## src/dcs_map.vh

```
`ifndef DCS_MAP_VH
`define DCS_MAP_VH
// ----------------------------------------
// register indices (byte address = 4 * index)
// ----------------------------------------
`define DCS_IDX_CAL_SET_A      12'h050
`define DCS_IDX_CAL_SET_B      12'h051
`define DCS_IDX_CAL_CTL_A      12'h061
`define DCS_IDX_CAL_CTL_B      12'h081
`define DCS_IDX_SYNC_REF_CTL   12'h084
`define DCS_IDX_CLK_OUT_DIV    12'h094
`define DCS_IDX_DLY_LINE_PWR   12'h0C0
`define DCS_IDX_DLL_SEARCH     12'h0C1
`define DCS_IDX_DLL_LOCK_STAT  12'h0C3
`define DCS_IDX_DLL_RD_EN      12'h0C7
`define DCS_IDX_DLL_UPDATE     12'h0DB
`define DCS_IDX_DP_CLK_PWR     12'h100
`define DCS_IDX_LINK_MODE      12'h110
`define DCS_IDX_INTERP_MODE    12'h111
`define DCS_IDX_SYNC_OUT_ERR   12'h312
`define DCS_IDX_OSC_RESET      12'h792
`define DCS_IDX_MULT_LOCK_STAT 12'h7B5
// ----------------------------------------
// field positions
// ----------------------------------------
`define DCS_DIV_HALF_BIT       0
`define DCS_DIV_THIRD_BIT      1
`define DCS_LINK_DUAL_BIT      5
`define DCS_LINK_BAD_BIT       7
`define DCS_SREF_COUPLE_BIT    6
`define DCS_SREF_PD_BIT        0
`define DCS_OSC_RESET_BIT      1
`define DCS_DLL_UPD_BIT        0
`define DCS_DLL_SEARCH_EN_BIT  0
`define DCS_RD_EN_BIT          0
// ----------------------------------------
// reset values
// ----------------------------------------
`define DCS_RST_ZERO           8'h00
`define DCS_RST_PWR_DOWN       8'hFF
// ----------------------------------------
// timing figures (pclk in MHz, lock times in us)
// ----------------------------------------
`define DCS_PCLK_MHZ           100
`define DCS_MULT_LOCK_US       50
`define DCS_DLL_LOCK_US        10
`endif

```

## src/dcs_lock_timer.v

```verilog
`timescale 1ns/1ps
module dcs_lock_timer #(
    parameter CNT_W  = 24,
    parameter CYCLES = 5000
) (
    input  wire pclk,
    input  wire presetn,
    input  wire restart,
    input  wire run,
    output reg  locked_q
);
    reg [CNT_W-1:0] cnt_q;
    localparam integer     LAST_I = CYCLES - 1;
    localparam [CNT_W-1:0] LAST   = LAST_I[CNT_W-1:0];
    // lock only after an uninterrupted run following the last restart
    always @(posedge pclk or negedge presetn) begin
        if (!presetn) begin
            cnt_q    <= {CNT_W{1'b0}};
            locked_q <= 1'b0;
        end else if (restart || !run) begin
            cnt_q    <= {CNT_W{1'b0}};
            locked_q <= 1'b0;
        end else if (cnt_q == LAST) begin
            locked_q <= 1'b1;
        end else begin
            cnt_q <= cnt_q + {{(CNT_W-1){1'b0}}, 1'b1};
        end
    end
endmodule

```

## src/dcs_mode_check.v

```verilog
`timescale 1ns/1ps
module dcs_mode_check (
    input  wire [5:0] serial_lane_mode,
    input  wire [3:0] main_path_upsample_mode,
    input  wire [3:0] channel_upsample_mode,
    output reg        combo_bad
);
    // simplified legality: main 1,2,4,6,8,12; channel 1,2,3,4,6,8
    reg main_ok;
    reg chan_ok;
    always @* begin
        main_ok = 1'b0;
        chan_ok = 1'b0;
        case (main_path_upsample_mode)
            4'h1, 4'h2, 4'h4, 4'h6, 4'h8, 4'hC: main_ok = 1'b1;
            default: main_ok = 1'b0;
        endcase
        case (channel_upsample_mode)
            4'h1, 4'h2, 4'h3, 4'h4, 4'h6, 4'h8: chan_ok = 1'b1;
            default: chan_ok = 1'b0;
        endcase
        // dual link cannot bypass main path with channel interpolation
        combo_bad = !main_ok || !chan_ok ||
                    (serial_lane_mode[5] && main_path_upsample_mode == 4'h1
                     && channel_upsample_mode != 4'h1);
    end
endmodule

```

## src/dcs_top.v

```verilog
// Added by the designer: register access over APB.
`timescale 1ns/1ps
`include "dcs_map.vh"
//
// Contract
// - third-divide bit gives oscillator over three
// - bit0 selects undivided or half oscillator
// - multiplier lock status bit0 reads locked
// - dll status bit0 reads loop locked; the code reads 0 there unless the read enable bit0 is set
// - link mode bit5 single or dual
// - interpolation nibbles main and channel
// - link mode bit7 flags invalid combination
// - sync ref bit6 selects ac or dc
module dcs_top #(
    parameter MULT_LOCK_CYCLES = `DCS_MULT_LOCK_US * `DCS_PCLK_MHZ,
    parameter DLL_LOCK_CYCLES  = `DCS_DLL_LOCK_US * `DCS_PCLK_MHZ
) (
    input  wire        pclk,
    input  wire        presetn,
    input  wire        psel,
    input  wire        penable,
    input  wire        pwrite,
    input  wire [13:0] paddr,
    input  wire [31:0] pwdata,
    output reg  [31:0] prdata,
    output reg         pready,
    output reg         pslverr,
    output reg  [1:0]  conv_clk_div_sel,
    output reg         osc_reset_active,
    output reg         dll_update_pulse,
    output reg         dp_clk_enable,
    output reg         link_dual,
    output reg  [4:0]  serial_lane_mode,
    output reg  [3:0]  main_path_upsample_mode,
    output reg  [3:0]  channel_upsample_mode,
    output reg         sync_ref_coupling_select,
    output reg         sync_ref_receiver_powerdown,
    output reg  [3:0]  link_sync_request_duration
);
    // ----------------------------------------
    // storage
    // ----------------------------------------
    reg [7:0] cal_set_a_q;
    reg [7:0] cal_set_b_q;
    reg [7:0] cal_ctl_a_q;
    reg [7:0] cal_ctl_b_q;
    reg [7:0] sref_ctl_q;
    reg [7:0] clk_div_q;
    reg [7:0] dly_pwr_q;
    reg [7:0] dll_search_q;
    reg [7:0] dll_rd_en_q;
    reg [7:0] dll_upd_q;
    reg [7:0] dp_pwr_q;
    reg [5:0] link_mode_q;
    reg [7:0] interp_q;
    reg [7:0] sync_err_q;
    reg [7:0] osc_rst_q;
    reg       combo_bad_q;
    reg [7:0] rd_d;
    reg       hit_d;
    wire      combo_bad;
    wire      mult_locked;
    wire      dll_locked;
    wire [11:0] idx = paddr[13:2];
    wire      wr_en = psel && penable && pwrite && pready;
    wire      osc_in_reset = osc_rst_q[`DCS_OSC_RESET_BIT];
    wire      dll_pulse = dll_upd_q[`DCS_DLL_UPD_BIT];
    // ----------------------------------------
    // lock models
    // ----------------------------------------
    // multiplier relocks after each oscillator reset release
    dcs_lock_timer #(
        .CNT_W  (24),
        .CYCLES (MULT_LOCK_CYCLES)
    ) u_mult_lock (
        .pclk     (pclk),
        .presetn  (presetn),
        .restart  (osc_in_reset),
        .run      (1'b1),
        .locked_q (mult_locked)
    );
    // loop searches only when powered, enabled and multiplier locked; an update restarts it
    dcs_lock_timer #(
        .CNT_W  (24),
        .CYCLES (DLL_LOCK_CYCLES)
    ) u_dll_lock (
        .pclk     (pclk),
        .presetn  (presetn),
        .restart  (dll_pulse),
        .run      (dly_pwr_q == 8'h00 && mult_locked &&
                   dll_search_q[`DCS_DLL_SEARCH_EN_BIT]),
        .locked_q (dll_locked)
    );
    dcs_mode_check u_mode_check (
        .serial_lane_mode        (link_mode_q),
        .main_path_upsample_mode (interp_q[7:4]),
        .channel_upsample_mode   (interp_q[3:0]),
        .combo_bad               (combo_bad)
    );
    // ----------------------------------------
    // register writes
    // ----------------------------------------
    always @(posedge pclk or negedge presetn) begin
        if (!presetn) begin
            cal_set_a_q  <= `DCS_RST_ZERO;
            cal_set_b_q  <= `DCS_RST_ZERO;
            cal_ctl_a_q  <= `DCS_RST_ZERO;
            cal_ctl_b_q  <= `DCS_RST_ZERO;
            sref_ctl_q   <= `DCS_RST_ZERO;
            clk_div_q    <= `DCS_RST_ZERO;
            dly_pwr_q    <= `DCS_RST_PWR_DOWN;
            dll_search_q <= `DCS_RST_ZERO;
            dll_rd_en_q  <= `DCS_RST_ZERO;
            dll_upd_q    <= `DCS_RST_ZERO;
            dp_pwr_q     <= `DCS_RST_PWR_DOWN;
            link_mode_q  <= 6'h00;
            interp_q     <= 8'h11;
            sync_err_q   <= `DCS_RST_ZERO;
            osc_rst_q    <= `DCS_RST_ZERO;
            combo_bad_q  <= 1'b0;
        end else begin
            combo_bad_q <= combo_bad;
            if (wr_en) begin
                case (idx)
                    `DCS_IDX_CAL_SET_A:    cal_set_a_q  <= pwdata[7:0];
                    `DCS_IDX_CAL_SET_B:    cal_set_b_q  <= pwdata[7:0];
                    `DCS_IDX_CAL_CTL_A:    cal_ctl_a_q  <= pwdata[7:0];
                    `DCS_IDX_CAL_CTL_B:    cal_ctl_b_q  <= pwdata[7:0];
                    `DCS_IDX_SYNC_REF_CTL: sref_ctl_q   <= pwdata[7:0];
                    `DCS_IDX_CLK_OUT_DIV:  clk_div_q    <= pwdata[7:0];
                    `DCS_IDX_DLY_LINE_PWR: dly_pwr_q    <= pwdata[7:0];
                    `DCS_IDX_DLL_SEARCH:   dll_search_q <= pwdata[7:0];
                    `DCS_IDX_DLL_RD_EN:    dll_rd_en_q  <= pwdata[7:0];
                    `DCS_IDX_DLL_UPDATE:   dll_upd_q    <= pwdata[7:0];
                    `DCS_IDX_DP_CLK_PWR:   dp_pwr_q     <= pwdata[7:0];
                    `DCS_IDX_LINK_MODE:    link_mode_q  <= pwdata[5:0];
                    `DCS_IDX_INTERP_MODE:  interp_q     <= pwdata[7:0];
                    `DCS_IDX_SYNC_OUT_ERR: sync_err_q   <= pwdata[7:0];
                    `DCS_IDX_OSC_RESET:    osc_rst_q    <= pwdata[7:0];
                    default: ;
                endcase
            end
        end
    end
    // ----------------------------------------
    // read mux and apb answer
    // ----------------------------------------
    always @* begin
        rd_d  = 8'h00;
        hit_d = 1'b1;
        case (idx)
            `DCS_IDX_CAL_SET_A:    rd_d = cal_set_a_q;
            `DCS_IDX_CAL_SET_B:    rd_d = cal_set_b_q;
            `DCS_IDX_CAL_CTL_A:    rd_d = cal_ctl_a_q;
            `DCS_IDX_CAL_CTL_B:    rd_d = cal_ctl_b_q;
            `DCS_IDX_SYNC_REF_CTL: rd_d = sref_ctl_q;
            `DCS_IDX_CLK_OUT_DIV:  rd_d = clk_div_q;
            `DCS_IDX_DLY_LINE_PWR: rd_d = dly_pwr_q;
            `DCS_IDX_DLL_SEARCH:   rd_d = dll_search_q;
            // status hidden until the read enable is set
            `DCS_IDX_DLL_LOCK_STAT:
                rd_d = {7'h00, dll_locked &
                        dll_rd_en_q[`DCS_RD_EN_BIT]};
            `DCS_IDX_DLL_RD_EN:    rd_d = dll_rd_en_q;
            `DCS_IDX_DLL_UPDATE:   rd_d = dll_upd_q;
            `DCS_IDX_DP_CLK_PWR:   rd_d = dp_pwr_q;
            `DCS_IDX_LINK_MODE:
                rd_d = {combo_bad_q, 1'b0, link_mode_q};
            `DCS_IDX_INTERP_MODE:  rd_d = interp_q;
            `DCS_IDX_SYNC_OUT_ERR: rd_d = sync_err_q;
            `DCS_IDX_OSC_RESET:    rd_d = osc_rst_q;
            `DCS_IDX_MULT_LOCK_STAT:
                rd_d = {7'h00, mult_locked};
            default: hit_d = 1'b0;
        endcase
    end
    // no wait state: pready rises in the first access cycle
    always @(posedge pclk or negedge presetn) begin
        if (!presetn) begin
            pready  <= 1'b0;
            pslverr <= 1'b0;
            prdata  <= 32'h0000_0000;
        end else if (psel && !penable) begin
            pready  <= 1'b1;
            pslverr <= !hit_d;
            prdata  <= (pwrite || !hit_d) ? 32'h0000_0000 : {24'h000000, rd_d};
        end else begin
            pready  <= 1'b0;
            pslverr <= 1'b0;
            prdata  <= 32'h0000_0000;
        end
    end
    // ----------------------------------------
    // control outputs
    // ----------------------------------------
    always @(posedge pclk or negedge presetn) begin
        if (!presetn) begin
            conv_clk_div_sel            <= 2'b00;
            osc_reset_active            <= 1'b0;
            dll_update_pulse            <= 1'b0;
            dp_clk_enable               <= 1'b0;
            link_dual                   <= 1'b0;
            serial_lane_mode            <= 5'h00;
            main_path_upsample_mode     <= 4'h1;
            channel_upsample_mode       <= 4'h1;
            sync_ref_coupling_select    <= 1'b0;
            sync_ref_receiver_powerdown <= 1'b0;
            link_sync_request_duration  <= 4'h0;
        end else begin
            // 00 undivided, 01 half, 10 third; both set is illegal, third wins
            if (clk_div_q[`DCS_DIV_THIRD_BIT])
                conv_clk_div_sel <= 2'b10;
            else if (clk_div_q[`DCS_DIV_HALF_BIT])
                conv_clk_div_sel <= 2'b01;
            else
                conv_clk_div_sel <= 2'b00;
            osc_reset_active <= osc_in_reset;
            dll_update_pulse <= dll_pulse;
            dp_clk_enable    <= (dp_pwr_q == 8'h00);
            link_dual        <= link_mode_q[`DCS_LINK_DUAL_BIT];
            serial_lane_mode <= link_mode_q[4:0];
            main_path_upsample_mode <= interp_q[7:4];
            channel_upsample_mode   <= interp_q[3:0];
            sync_ref_coupling_select <=
                sref_ctl_q[`DCS_SREF_COUPLE_BIT];
            sync_ref_receiver_powerdown <= sref_ctl_q[`DCS_SREF_PD_BIT];
            link_sync_request_duration  <= sync_err_q[7:4];
        end
    end
endmodule

```

## config.mk

```make
export PLATFORM = sky130hd
export DESIGN_NAME = dcs_top
export DESIGN_NICKNAME = d
export VERILOG_FILES = /design/src/dcs_lock_timer.v /design/src/dcs_mode_check.v /design/src/dcs_top.v
export VERILOG_INCLUDE_DIRS = /design/src
export SDC_FILE = /design/constraint.sdc
export NUM_CORES = 1
export LEC_CHECK = 0
export BUFFER_PORTS_ARGS = -buffer_cell sky130_fd_sc_hd__buf_2
export CAP_MARGIN = 40
export CORE_MARGIN = 2
export CORE_UTILIZATION = 53
export DETAILED_ROUTE_END_ITERATION = 8
export GPL_TIMING_DRIVEN = 0
export PLACE_DENSITY_LB_ADDON = 0.2
export SETUP_SLACK_MARGIN = 0.02
export SLEW_MARGIN = 5
export SYNTH_ARGS = -nofsm -noshare
export SYNTH_HDL_FRONTEND = slang
export SYNTH_SLANG_ARGS = --single-unit
```

## constraint.sdc

```tcl
create_clock -name pclk -period 1.8 [get_ports pclk]
set_input_delay 0 -clock pclk [delete_from_list [all_inputs] [get_ports pclk]]
set_output_delay 0 -clock pclk [all_outputs]
set_load 0.01 [all_outputs]
```

# --- Word level (Yosys, flattened, before mapping) ---
# Index checks and enable logic that the tools add are counted.
totals:
  regBits: 228
  latchBits: 0
  ramBits: 0
  rom_bits: 0
  in_bits: 51
  output_inout_bits: 59
  word_cells: 128
  mem_count: 0
classes:
  n_addsub: 2
  mul: 0
  n_div: 0
  order_cmp: 0
  eq_ne: 34
  n_shift: 0
  muxes: 18
  bitwise: 1
  n_reduce_logical: 39
op_table:
  columns: ["op", "n"]
  rows:
  - ["case mux 8 bit (17 select lines)", 1]
  - ["equality test 12 x 8 -> 1 bit, second input constant", 8]
  - ["2-to-1 mux 24 bit", 4]
  - ["adder 24 x 1 -> 24 bit, second input constant", 2]
  - ["equality test 12 x 7 -> 1 bit, second input constant", 3]
  - ["equality test 12 x 9 -> 1 bit, second input constant", 3]
  - ["AND reduction 2 bit", 15]
  - ["equality test 12 x 11 -> 1 bit, second input constant", 2]
  - ["equality test 24 x 10 -> 1 bit, second input constant", 1]
  - ["equality test 24 x 13 -> 1 bit, second input constant", 1]
  - ["OR reduction 17 bit", 1]
  - ["equality test 4 x 3 -> 1 bit, second input constant", 4]
  - ["logical NOT 8 bit", 2]
  - ["2-to-1 mux 8 bit", 2]
  - ["equality test 12 x 10 -> 1 bit, second input constant", 1]
  - ["equality test 4 x 2 -> 1 bit, second input constant", 3]
  - ["equality test 4 bit, second input constant", 3]
  - ["OR reduction 6 bit", 2]
  - ["2-to-1 mux 1 bit", 10]
  - ["equality test 4 x 1 -> 1 bit, second input constant", 2]
  - ["logical AND 1 bit", 8]
  - ["logical NOT 1 bit", 5]
  - ["logical OR 1 bit", 4]
  - ["!= test 4 x 1 -> 1 bit, second input constant", 1]
  - ["other kinds (5)", 6]

# --- Logic depth before layout (Yosys ltp) ---
# Gate-level depths: netlist of run 1.
depth:
  word_depth: 7
  mapped_depth: 8
  depth_no_buf: 7

# --- Modules after synthesis ---
# From an unflattened synthesis of run 1, not the netlist that was laid out.
hier_totals:
  cells_unflattened: 848
  hier_area_um2: 9922.0
by_module_without_submodules:
  columns: ["module", "n_inst", "cells_per_inst", "area_each_um2", "seq_area_each_um2"]
  rows:
  - ["dcs_top", 1, 540, 7128.1, 3878.7]
  - ["dcs_lock_timer (u_dll_lock)", 1, 149, 1388.8, 625.6]
  - ["dcs_lock_timer (u_mult_lock)", 1, 147, 1326.3, 625.6]
  - ["dcs_mode_check", 1, 12, 78.8, 0.0]

# --- Worst setup path after synthesis of run 1 ---
# Ideal clock, no wire load.
synth_path:
  kind: "register to register"
  startpoint: "register u_mult_lock.cnt_q[0]"
  endpoint: "register u_mult_lock.cnt_q[1]"
  setup_ns: 0.132
  arrival_ns: 1.803
  required_time_ns: 1.668
  slack_ns: -0.135
  stages_incl_launch_ff: 7
  period_less_slack_ns: 1.935
  path_cell_list: "dfrtp_1 > ha_1 > nand3_1 > nand4b_1 > nor4_1 > mux2i_1 > nor2_1"
synth_via:
  elab_chain_cells: 3
  elab_cells_between_ends: 5
  classes_between: "1 x add/sub; 2 x eq/ne; 2 x mux"
synth_rtl:
  columns: ["item", "line_no", "rtl"]
  rows:
  - ["start, declared", "dcs_lock_timer.v:12", "reg [CNT_W-1:0] cnt_q;"]
  - ["start signal, assigned", "dcs_lock_timer.v:18", "cnt_q <= {CNT_W{1'b0}};"]
  - ["start signal, assigned", "dcs_lock_timer.v:21", "cnt_q <= {CNT_W{1'b0}};"]
  - ["start signal, assigned", "dcs_lock_timer.v:26", "cnt_q <= cnt_q + {{(CNT_W-1){1'b0}}, 1'b1};"]
  - ["adder 24 x 1 -> 24 bit", "dcs_lock_timer.v:26", null]
  - ["2-to-1 mux 24 bit", "dcs_lock_timer.v:23", "end else if (cnt_q == LAST) begin"]
  - ["2-to-1 mux 24 bit", "dcs_lock_timer.v:20", "end else if (restart || !run) begin"]
# Several ways; a longest one is shown, not always the timed one. The select of a mux whose other input is x is not followed.
# A chain may end at the register's enable or synchronous reset.

# --- Worst setup path in the final report of run 1 ---
layout_path:
  startpoint: "register u_mult_lock.cnt_q[19]"
  endpoint: "register u_mult_lock.cnt_q[1]"
layout_via:
  elab_chain_cells: 2
layout_rtl:
  columns: ["item", "line_no"]
  rows:
  - ["equality test 24 x 13 -> 1 bit", "dcs_lock_timer.v:23"]
  - ["!= test 2 bit (no source line)", null]
# No other way between the ends.

==> qor.yml, run 1 <==
status: "finished with violations"
violations: "setup timing"
final_common_cell: "dfrtp_1"
synth-seq-area-share_pct: 53.7
viasPerCell: 5.95
hold_viol: 0
cts_tree: "done"
worstSetupEndpointType: "flip-flop"
relSlewSlack_pct: 52.6
drt_iter0_markers: 626
vias: 7259
die-area_um2: 19100
drive_above_1_share_pct: 38.3
worstPathRequired_ns: 2.17
finalCritPeriodShare_pct: 100
nNetsFinal: 1027
placedCellCount: 1141
power.share.switching_pct: 22.2
dp_hpwl_um: 17500
grt_pass1_wl_um: 41100
setup_ws_ns: -0.00161
yosysTopAreaCell: "dfrtp_1"
drv_cap: 0
critPathTopFamily: "simple AND/OR/NAND/NOR gates"
critPathKind: "reg2reg"
start_util_pct: 53.6
yosys.cell_types.count: 67
die_h_um: 138
comb_power_share_pct: 5.4
wl_um: 25700
path_clk_slew_ns: 0.07
r2r_end: "u_mult_lock.cnt_q[1]"
pwr_density_cell_nw_per_um2: 878
diodes: 0
netlist_top_cells_area: "dfrtp_1 (48%), mux2_2 (14%), dfstp_2 (5.5%)"
synth_flop_cell: "dfrtp_1"
r2r_slack_ns: -0.002
reg2reg_from: "u_mult_lock.cnt_q[19]"
gp_congestion: 0.935
synth-edff-count: 0
cts_sinks: 204
die_w_um: 138
ir_worst_vdd_v: 0.000797
drt-wirelength-per-cell_um: 21.1
place_ws_ns: -0.692
drc: 0
syn_area_um2: 9560
worstMarginPinSlew_ns: 0.711
grt_pass1_vias: 7295
area_delta_synth_final_pct: 24.5
p_seq_share_pct: 45.2
internal_power_mw: 8.14
numCtsBuffers: 22
synth-async-reset-ratio_pct: 100
cp_cell_sequence: "or4_4 -> nor4_4 -> buf_6 -> mux2i_1 -> nor2_1"
cp-start-kind: "flip-flop"
io_buffers: 56
fill_cells: 1349
setup_viol: 1
rows: 49
synthCells: 828
arrival_ns: 2.17
antenna_found_initial: 1
p_switching_mw: 2.32
synth.top_cell.area_share_pct: 48.2
ant_nets: 0
critPathBufInv: 1
drv_slew: 0
critPathMaxFanout: 5
syn_avg_cell_area_um2: 11.5
power_leakage_nw: 5.47
synth-seq-cells: 204
clock_latency_ns: 0.52
cts_buffer_depth: 3
grt_setup_unrepaired: "yes"
cts-root-buf: "clkbuf_16"
clockPowerShare_pct: 49.4
clock_skew_ns: 0.0284
layout_common_cells: "dfrtp_1 (178), mux2_2 (120), nor2_1 (79)"
min_path_type: "in2async"
first_pass_iters: 5
grt_max_degree: 78
track_usage_pct: 27.0
period_needed_ns: 1.80
clock.fmax_mhz: 555
htree_num_levels: 1
yosysWarningCount: 0
coreArea_um2: 17800
overflow: 0
ioPinCount: 110
cp_slowest_stage_delay_ns: 0.55
reg2regPathDepth: 5
reg.largest.list: "u_dll_lock.cnt_q (24), u_mult_lock.cnt_q (24)"
crit_slowest_cell: "or4_4"
fin_cells: 1219
==> metal layers <==
metal,vias to the layer above,share of wire [%],track usage (%)
met5,-,0.078,0
met4,2,5.1,12.4
met3,82,6.9,5.02
met2,320,47,42.5
met1,3588,41,36.8
li1,3267,-,-
==> metrics by stage <==
step | cell area [um^2] | hold slack, ns | power [mW] | setup TNS, ns | utilization, %
global route | 11900 | 0.0677 | 10.8 | -0.463 | 66.7
floorplan | 9670 | -0.296 | 5.03 | 0 | -
detailed placement | 10300 | -0.0401 | 5.29 | -55.39 | 57.9
global placement | 10200 | 0.290 | 5.27 | -583.41 | 57.4
finish | 11900 | 0.0159 | 10.5 | -0.00161 | 66.7
CTS | 11600 | 0.0332 | 10.5 | 0 | 64.9
==> layout make-up <==
class | count | area, um^2 | area share [%]
inverter | 7 | 26.3 | 0.221
multi-input combinational | 577 | 4540 | 38.2
buffer | 60 | 345 | 2.90
timing repair buffer | 102 | 717 | 6.02
tap | 229 | 287 | 2.41
clock inverter | 9 | 179 | 1.50
sequential | 204 | 5140 | 43.2
clock buffer | 31 | 666 | 5.59
==> synth_stat cells, drive strengths merged (3+ instances only) <==
library cell,n
a211oi,3
a21oi,13
a221oi,7
a22o,3
a22oi,22
a31oi,8
a32oi,4
and2,3
and3,17
and4,5
buf,36
clkbuf,27
dfrtp,184
dfstp,20
inv,7
mux2,120
mux2i,10
nand2,43
nand2b,4
nand3,27
nand4,13
nor2,84
nor2b,17
nor3,26
nor4,20
o21ai,10
o31ai,3
o32ai,4
or3,10
or4,6
xnor2,19
xor2,18
==> timing repair <==
item                                    in CTS  in global routing
endpoints found under the setup margin     165                 62
buffers inserted                            13                 16
hold buffers                                12                  0
gates resized for setup                     35                 54
pin swaps                                    9                 17
hold endpoints to repair                   234                  0
==> kinds of logic after synthesis <==
kind of cell | synth area share (%)
flip-flops | 53.7
adder cells (fa/ha/maj) | 0.262
AO/OA/AOI/OAI | 7.66
other | 0.0392
AND/OR/NAND/NOR | 15.9
multiplexers | 15.2
XOR/XNOR | 3.39
buffers and inverters | 3.86
==> worst max-delay path by stage <==
stage	from	end	slack, ns	cells after the start
after global placement	presetn	sync_ref_receiver_powerdown	-2.68	1
after global routing	u_mult_lock.cnt_q[0]	u_mult_lock.cnt_q[1]	-0.11	7
after CTS	u_dll_lock.cnt_q[1]	u_dll_lock.cnt_q[22]	0.02	6
after floorplan	u_dll_lock.cnt_q[0]	u_dll_lock.cnt_q[22]	0.008	6
after detailed placement	paddr[5]	prdata[5]	-0.69	8
final	u_mult_lock.cnt_q[19]	u_mult_lock.cnt_q[1]	-0.002	5
==> power by group through the flow <==
| stage | Combinational, mW | Clock (mW) | Sequential [mW] |
|---|---|---|---|
| floorplan | 0.251 | 0 | 4.78 |
| global placement | 0.472 | 0 | 4.79 |
| detailed placement | 0.496 | 0 | 4.80 |
| CTS | 0.540 | 5.24 | 4.71 |
| global route | 0.624 | 5.39 | 4.73 |
| finish | 0.566 | 5.16 | 4.72 |
Power figures use the tool's default switching activity.
==> inputs of run 2 (changes only) <==
--- a/config.mk
+++ b/config.mk
@@ -14,5 +14,5 @@
 export GPL_TIMING_DRIVEN = 0
 export PLACE_DENSITY_LB_ADDON = 0.2
-export SETUP_SLACK_MARGIN = 0.02
+export SETUP_SLACK_MARGIN = 0.05
 export SLEW_MARGIN = 5
 export SYNTH_ARGS = -nofsm -noshare
==> constraint.sdc (replaced) <==
create_clock -name pclk -period 1.6 [get_ports pclk]
set_input_delay 0.08 -clock pclk [delete_from_list [all_inputs] [get_ports pclk]]
set_output_delay 0.08 -clock pclk [all_outputs]
set_load 0.01 [all_outputs]
==> run 2 against run 1 <==
  * The run still ends with setup timing left
  * Global-route usage grew 1.4 points
  * Power rose by 9.8%
  * Wire length is 11% higher
  * Combinational power increased by 43%
  * Sequential share of layout area decreased by 4.3 points
  * Utilization is 7.4 points higher
  * Critical path depth unchanged
  * Sequential power up 13%
  * Cell count up 4.5%
  * Critical endpoint unchanged
==> qor.yml, run 2 (synthesized netlist as in run 1, its figures left out) <==
status: "finished with violations"
violations: "setup timing"
worstMarginPinSlew_ns: 0.750  # +0.0389 ns
drc: 0  # unchanged
critPathMaxFanout: 5  # unchanged
coreArea_um2: 17800  # unchanged
io_buffers: 56  # unchanged
pwr_density_cell_nw_per_um2: 868  # -1.1%
die_h_um: 138  # unchanged
clock_latency_ns: 0.51  # about the same
numCtsBuffers: 22  # unchanged
r2r_end: "u_mult_lock.cnt_q[1]"
cp_slowest_stage_delay_ns: 0.56  # about the same
diodes: 0  # unchanged
cp_cell_sequence: "or4_4 -> nor4_4 -> buf_6 -> mux2i_1 -> nor2_1"
rows: 49  # unchanged
comb_power_share_pct: 7.1  # +1.7 points
finalCritPeriodShare_pct: 108  # +8.1 points
grt_pass1_wl_um: 43000  # +4.7%
clock_skew_ns: 0.0210  # -0.00738 ns
reg.largest.list: "u_dll_lock.cnt_q (24), u_mult_lock.cnt_q (24)"
start_util_pct: 53.6  # unchanged
ioPinCount: 110  # unchanged
worstPathRequired_ns: 1.96  # -0.21 ns
crit_slowest_cell: "or4_4"
grt_setup_unrepaired: "yes"
power_leakage_nw: 5.96  # +9.0%
placedCellCount: 1139  # -0.18%
antenna_found_initial: 0  # -1
critPathTopFamily: "simple AND/OR/NAND/NOR gates"
multi_input_area_um2: 5260  # +16%
cts_sinks: 204  # unchanged
finalPower_mw: 11.5  # +9.8%
p_switching_mw: 2.65  # +15%
ant_nets: 0  # unchanged
drt-wirelength-per-cell_um: 22.4  # +6.1%
setup_ws_ns: -0.130  # -0.129 ns
drive_above_1_share_pct: 47.5  # +9.2 points
overflow: 0  # unchanged
cts_buffer_depth: 3  # unchanged
r2r_slack_ns: -0.13  # -0.13 ns
register_area_um2: 5140  # unchanged
min_path_type: "in2async"
reg2reg_from: "u_mult_lock.cnt_q[16]"
ir_worst_vdd_v: 0.000914  # +15%
hold_viol: 0  # unchanged
fin_cells: 1274  # +4.5%
first_pass_iters: 5  # unchanged
area_delta_synth_final_pct: 38.3
cts_tree: "done"
viasPerCell: 6.04  # +1.4%
arrival_ns: 2.09  # -0.08 ns
place_ws_ns: -0.879  # -0.187 ns
critPathBufInv: 1  # unchanged
htree_num_levels: 1  # unchanged
worstSetupEndpointType: "flip-flop"
setup_viol: 29  # +28
wl_um: 28500  # +11%
drv_cap: 0  # unchanged
gp_congestion: 0.962  # +2.9%
p_seq_share_pct: 46.5  # +1.3 points
fill_cells: 1131  # -16%
nNetsFinal: 1082  # +5.4%
reg2regPathDepth: 5  # unchanged
drt_iter0_markers: 757  # +21%
cp-start-kind: "flip-flop"
layout_common_cells: "dfrtp_1 (178), buf_4 (92), mux2_4 (79)"
path_clk_slew_ns: 0.06  # about the same
critPathKind: "reg2reg"
drv_slew: 0  # unchanged
dp_hpwl_um: 17700  # +0.96%
whs_ns: 0.152  # +0.136 ns
grt_max_degree: 121  # +55%
die-area_um2: 19100  # unchanged
clockPowerShare_pct: 46.4  # -3.0 points
die_w_um: 138  # unchanged
period_needed_ns: 1.73  # -0.0712 ns
worstSetupPathDepth: 5  # unchanged
cts-root-buf: "clkbuf_16"
final_common_cell: "dfrtp_1"
clock.fmax_mhz: 578  # +4.1%
vias: 7692  # +6.0%
track_usage_pct: 28.4  # +1.4 points
power.share.switching_pct: 23.1  # +0.97 points
grt_pass1_vias: 7436  # +1.9%
internal_power_mw: 8.82  # +8.4%
relSlewSlack_pct: 49.6  # -3.0 points
utilization_pct: 74.1  # +7.4 points
[run 2: changes by cell type in the layout (fill, tap and decap cells not counted), moves of 6 or more]
cell / delta
mux2_2: -79
mux2_4: +79
buf_4: +41
buf_6: +19
nor2_1: -16
nor2_4: +11
buf_2: -10
buf_12: +8
nor4_1: -7
and3_1: -6
and3_4: +6
nand2_1: -6
[run 2: worst max path at each step]
stage,start,end
CTS,u_dll_lock.cnt_q[0],u_dll_lock.cnt_q[22]
detailed placement,paddr[11],prdata[0]
global route,u_dll_lock.cnt_q[0],u_dll_lock.cnt_q[23]
finish,u_mult_lock.cnt_q[16],u_mult_lock.cnt_q[1]
floorplan,pready,dll_search_q[0]
global placement,presetn,clk_div_q[0]
[run 2: per-stage QoR]
step / cell area (um^2) / TNS [ns]
floorplan: 10200 / -11.55
global placement: 10700 / -634.53
detailed placement: 10800 / -66.52
CTS: 12600 / -0.663
global route: 13200 / -4.23
finish: 13200 / -1.27
[run 2: power groups by stage]
stage / registers [mW] / logic [mW] / clock network (mW)
after global placement: 5.39 / 0.574 / 0
after global routing: 5.34 / 0.880 / 5.61
after floorplan: 5.38 / 0.318 / 0
after CTS: 5.31 / 0.734 / 5.40
final: 5.34 / 0.809 / 5.33
after detailed placement: 5.39 / 0.590 / 0
[run 2: timing repair]
action / in CTS / in global routing
gates resized for setup: 109 / 92
hold buffers: 11 / 0
endpoints found under the setup margin: 167 / 127
hold endpoints to repair: 123 / 0
setup buffers: 52 / 35
pin swaps: 43 / 44
[run 2: metal layers]
metal,GRT usage [%],up-vias,part of all wire (%)
met1,39.0,3814,40
li1,-,3371,-
met4,12.9,0,5.5
met2,45.4,385,47
met3,4.05,122,7.2
met5,0,-,0
[run 2: layout make-up]
class	instances	area share [%]
Buffer	60	3.78
Clock buffer	36	5.25
Clock inverter	4	0.549
Inverter	7	0.199
Multi-Input combinational cell	577	39.8
Sequential cell	204	38.9
Tap cell	229	2.17
Timing Repair Buffer	157	9.40
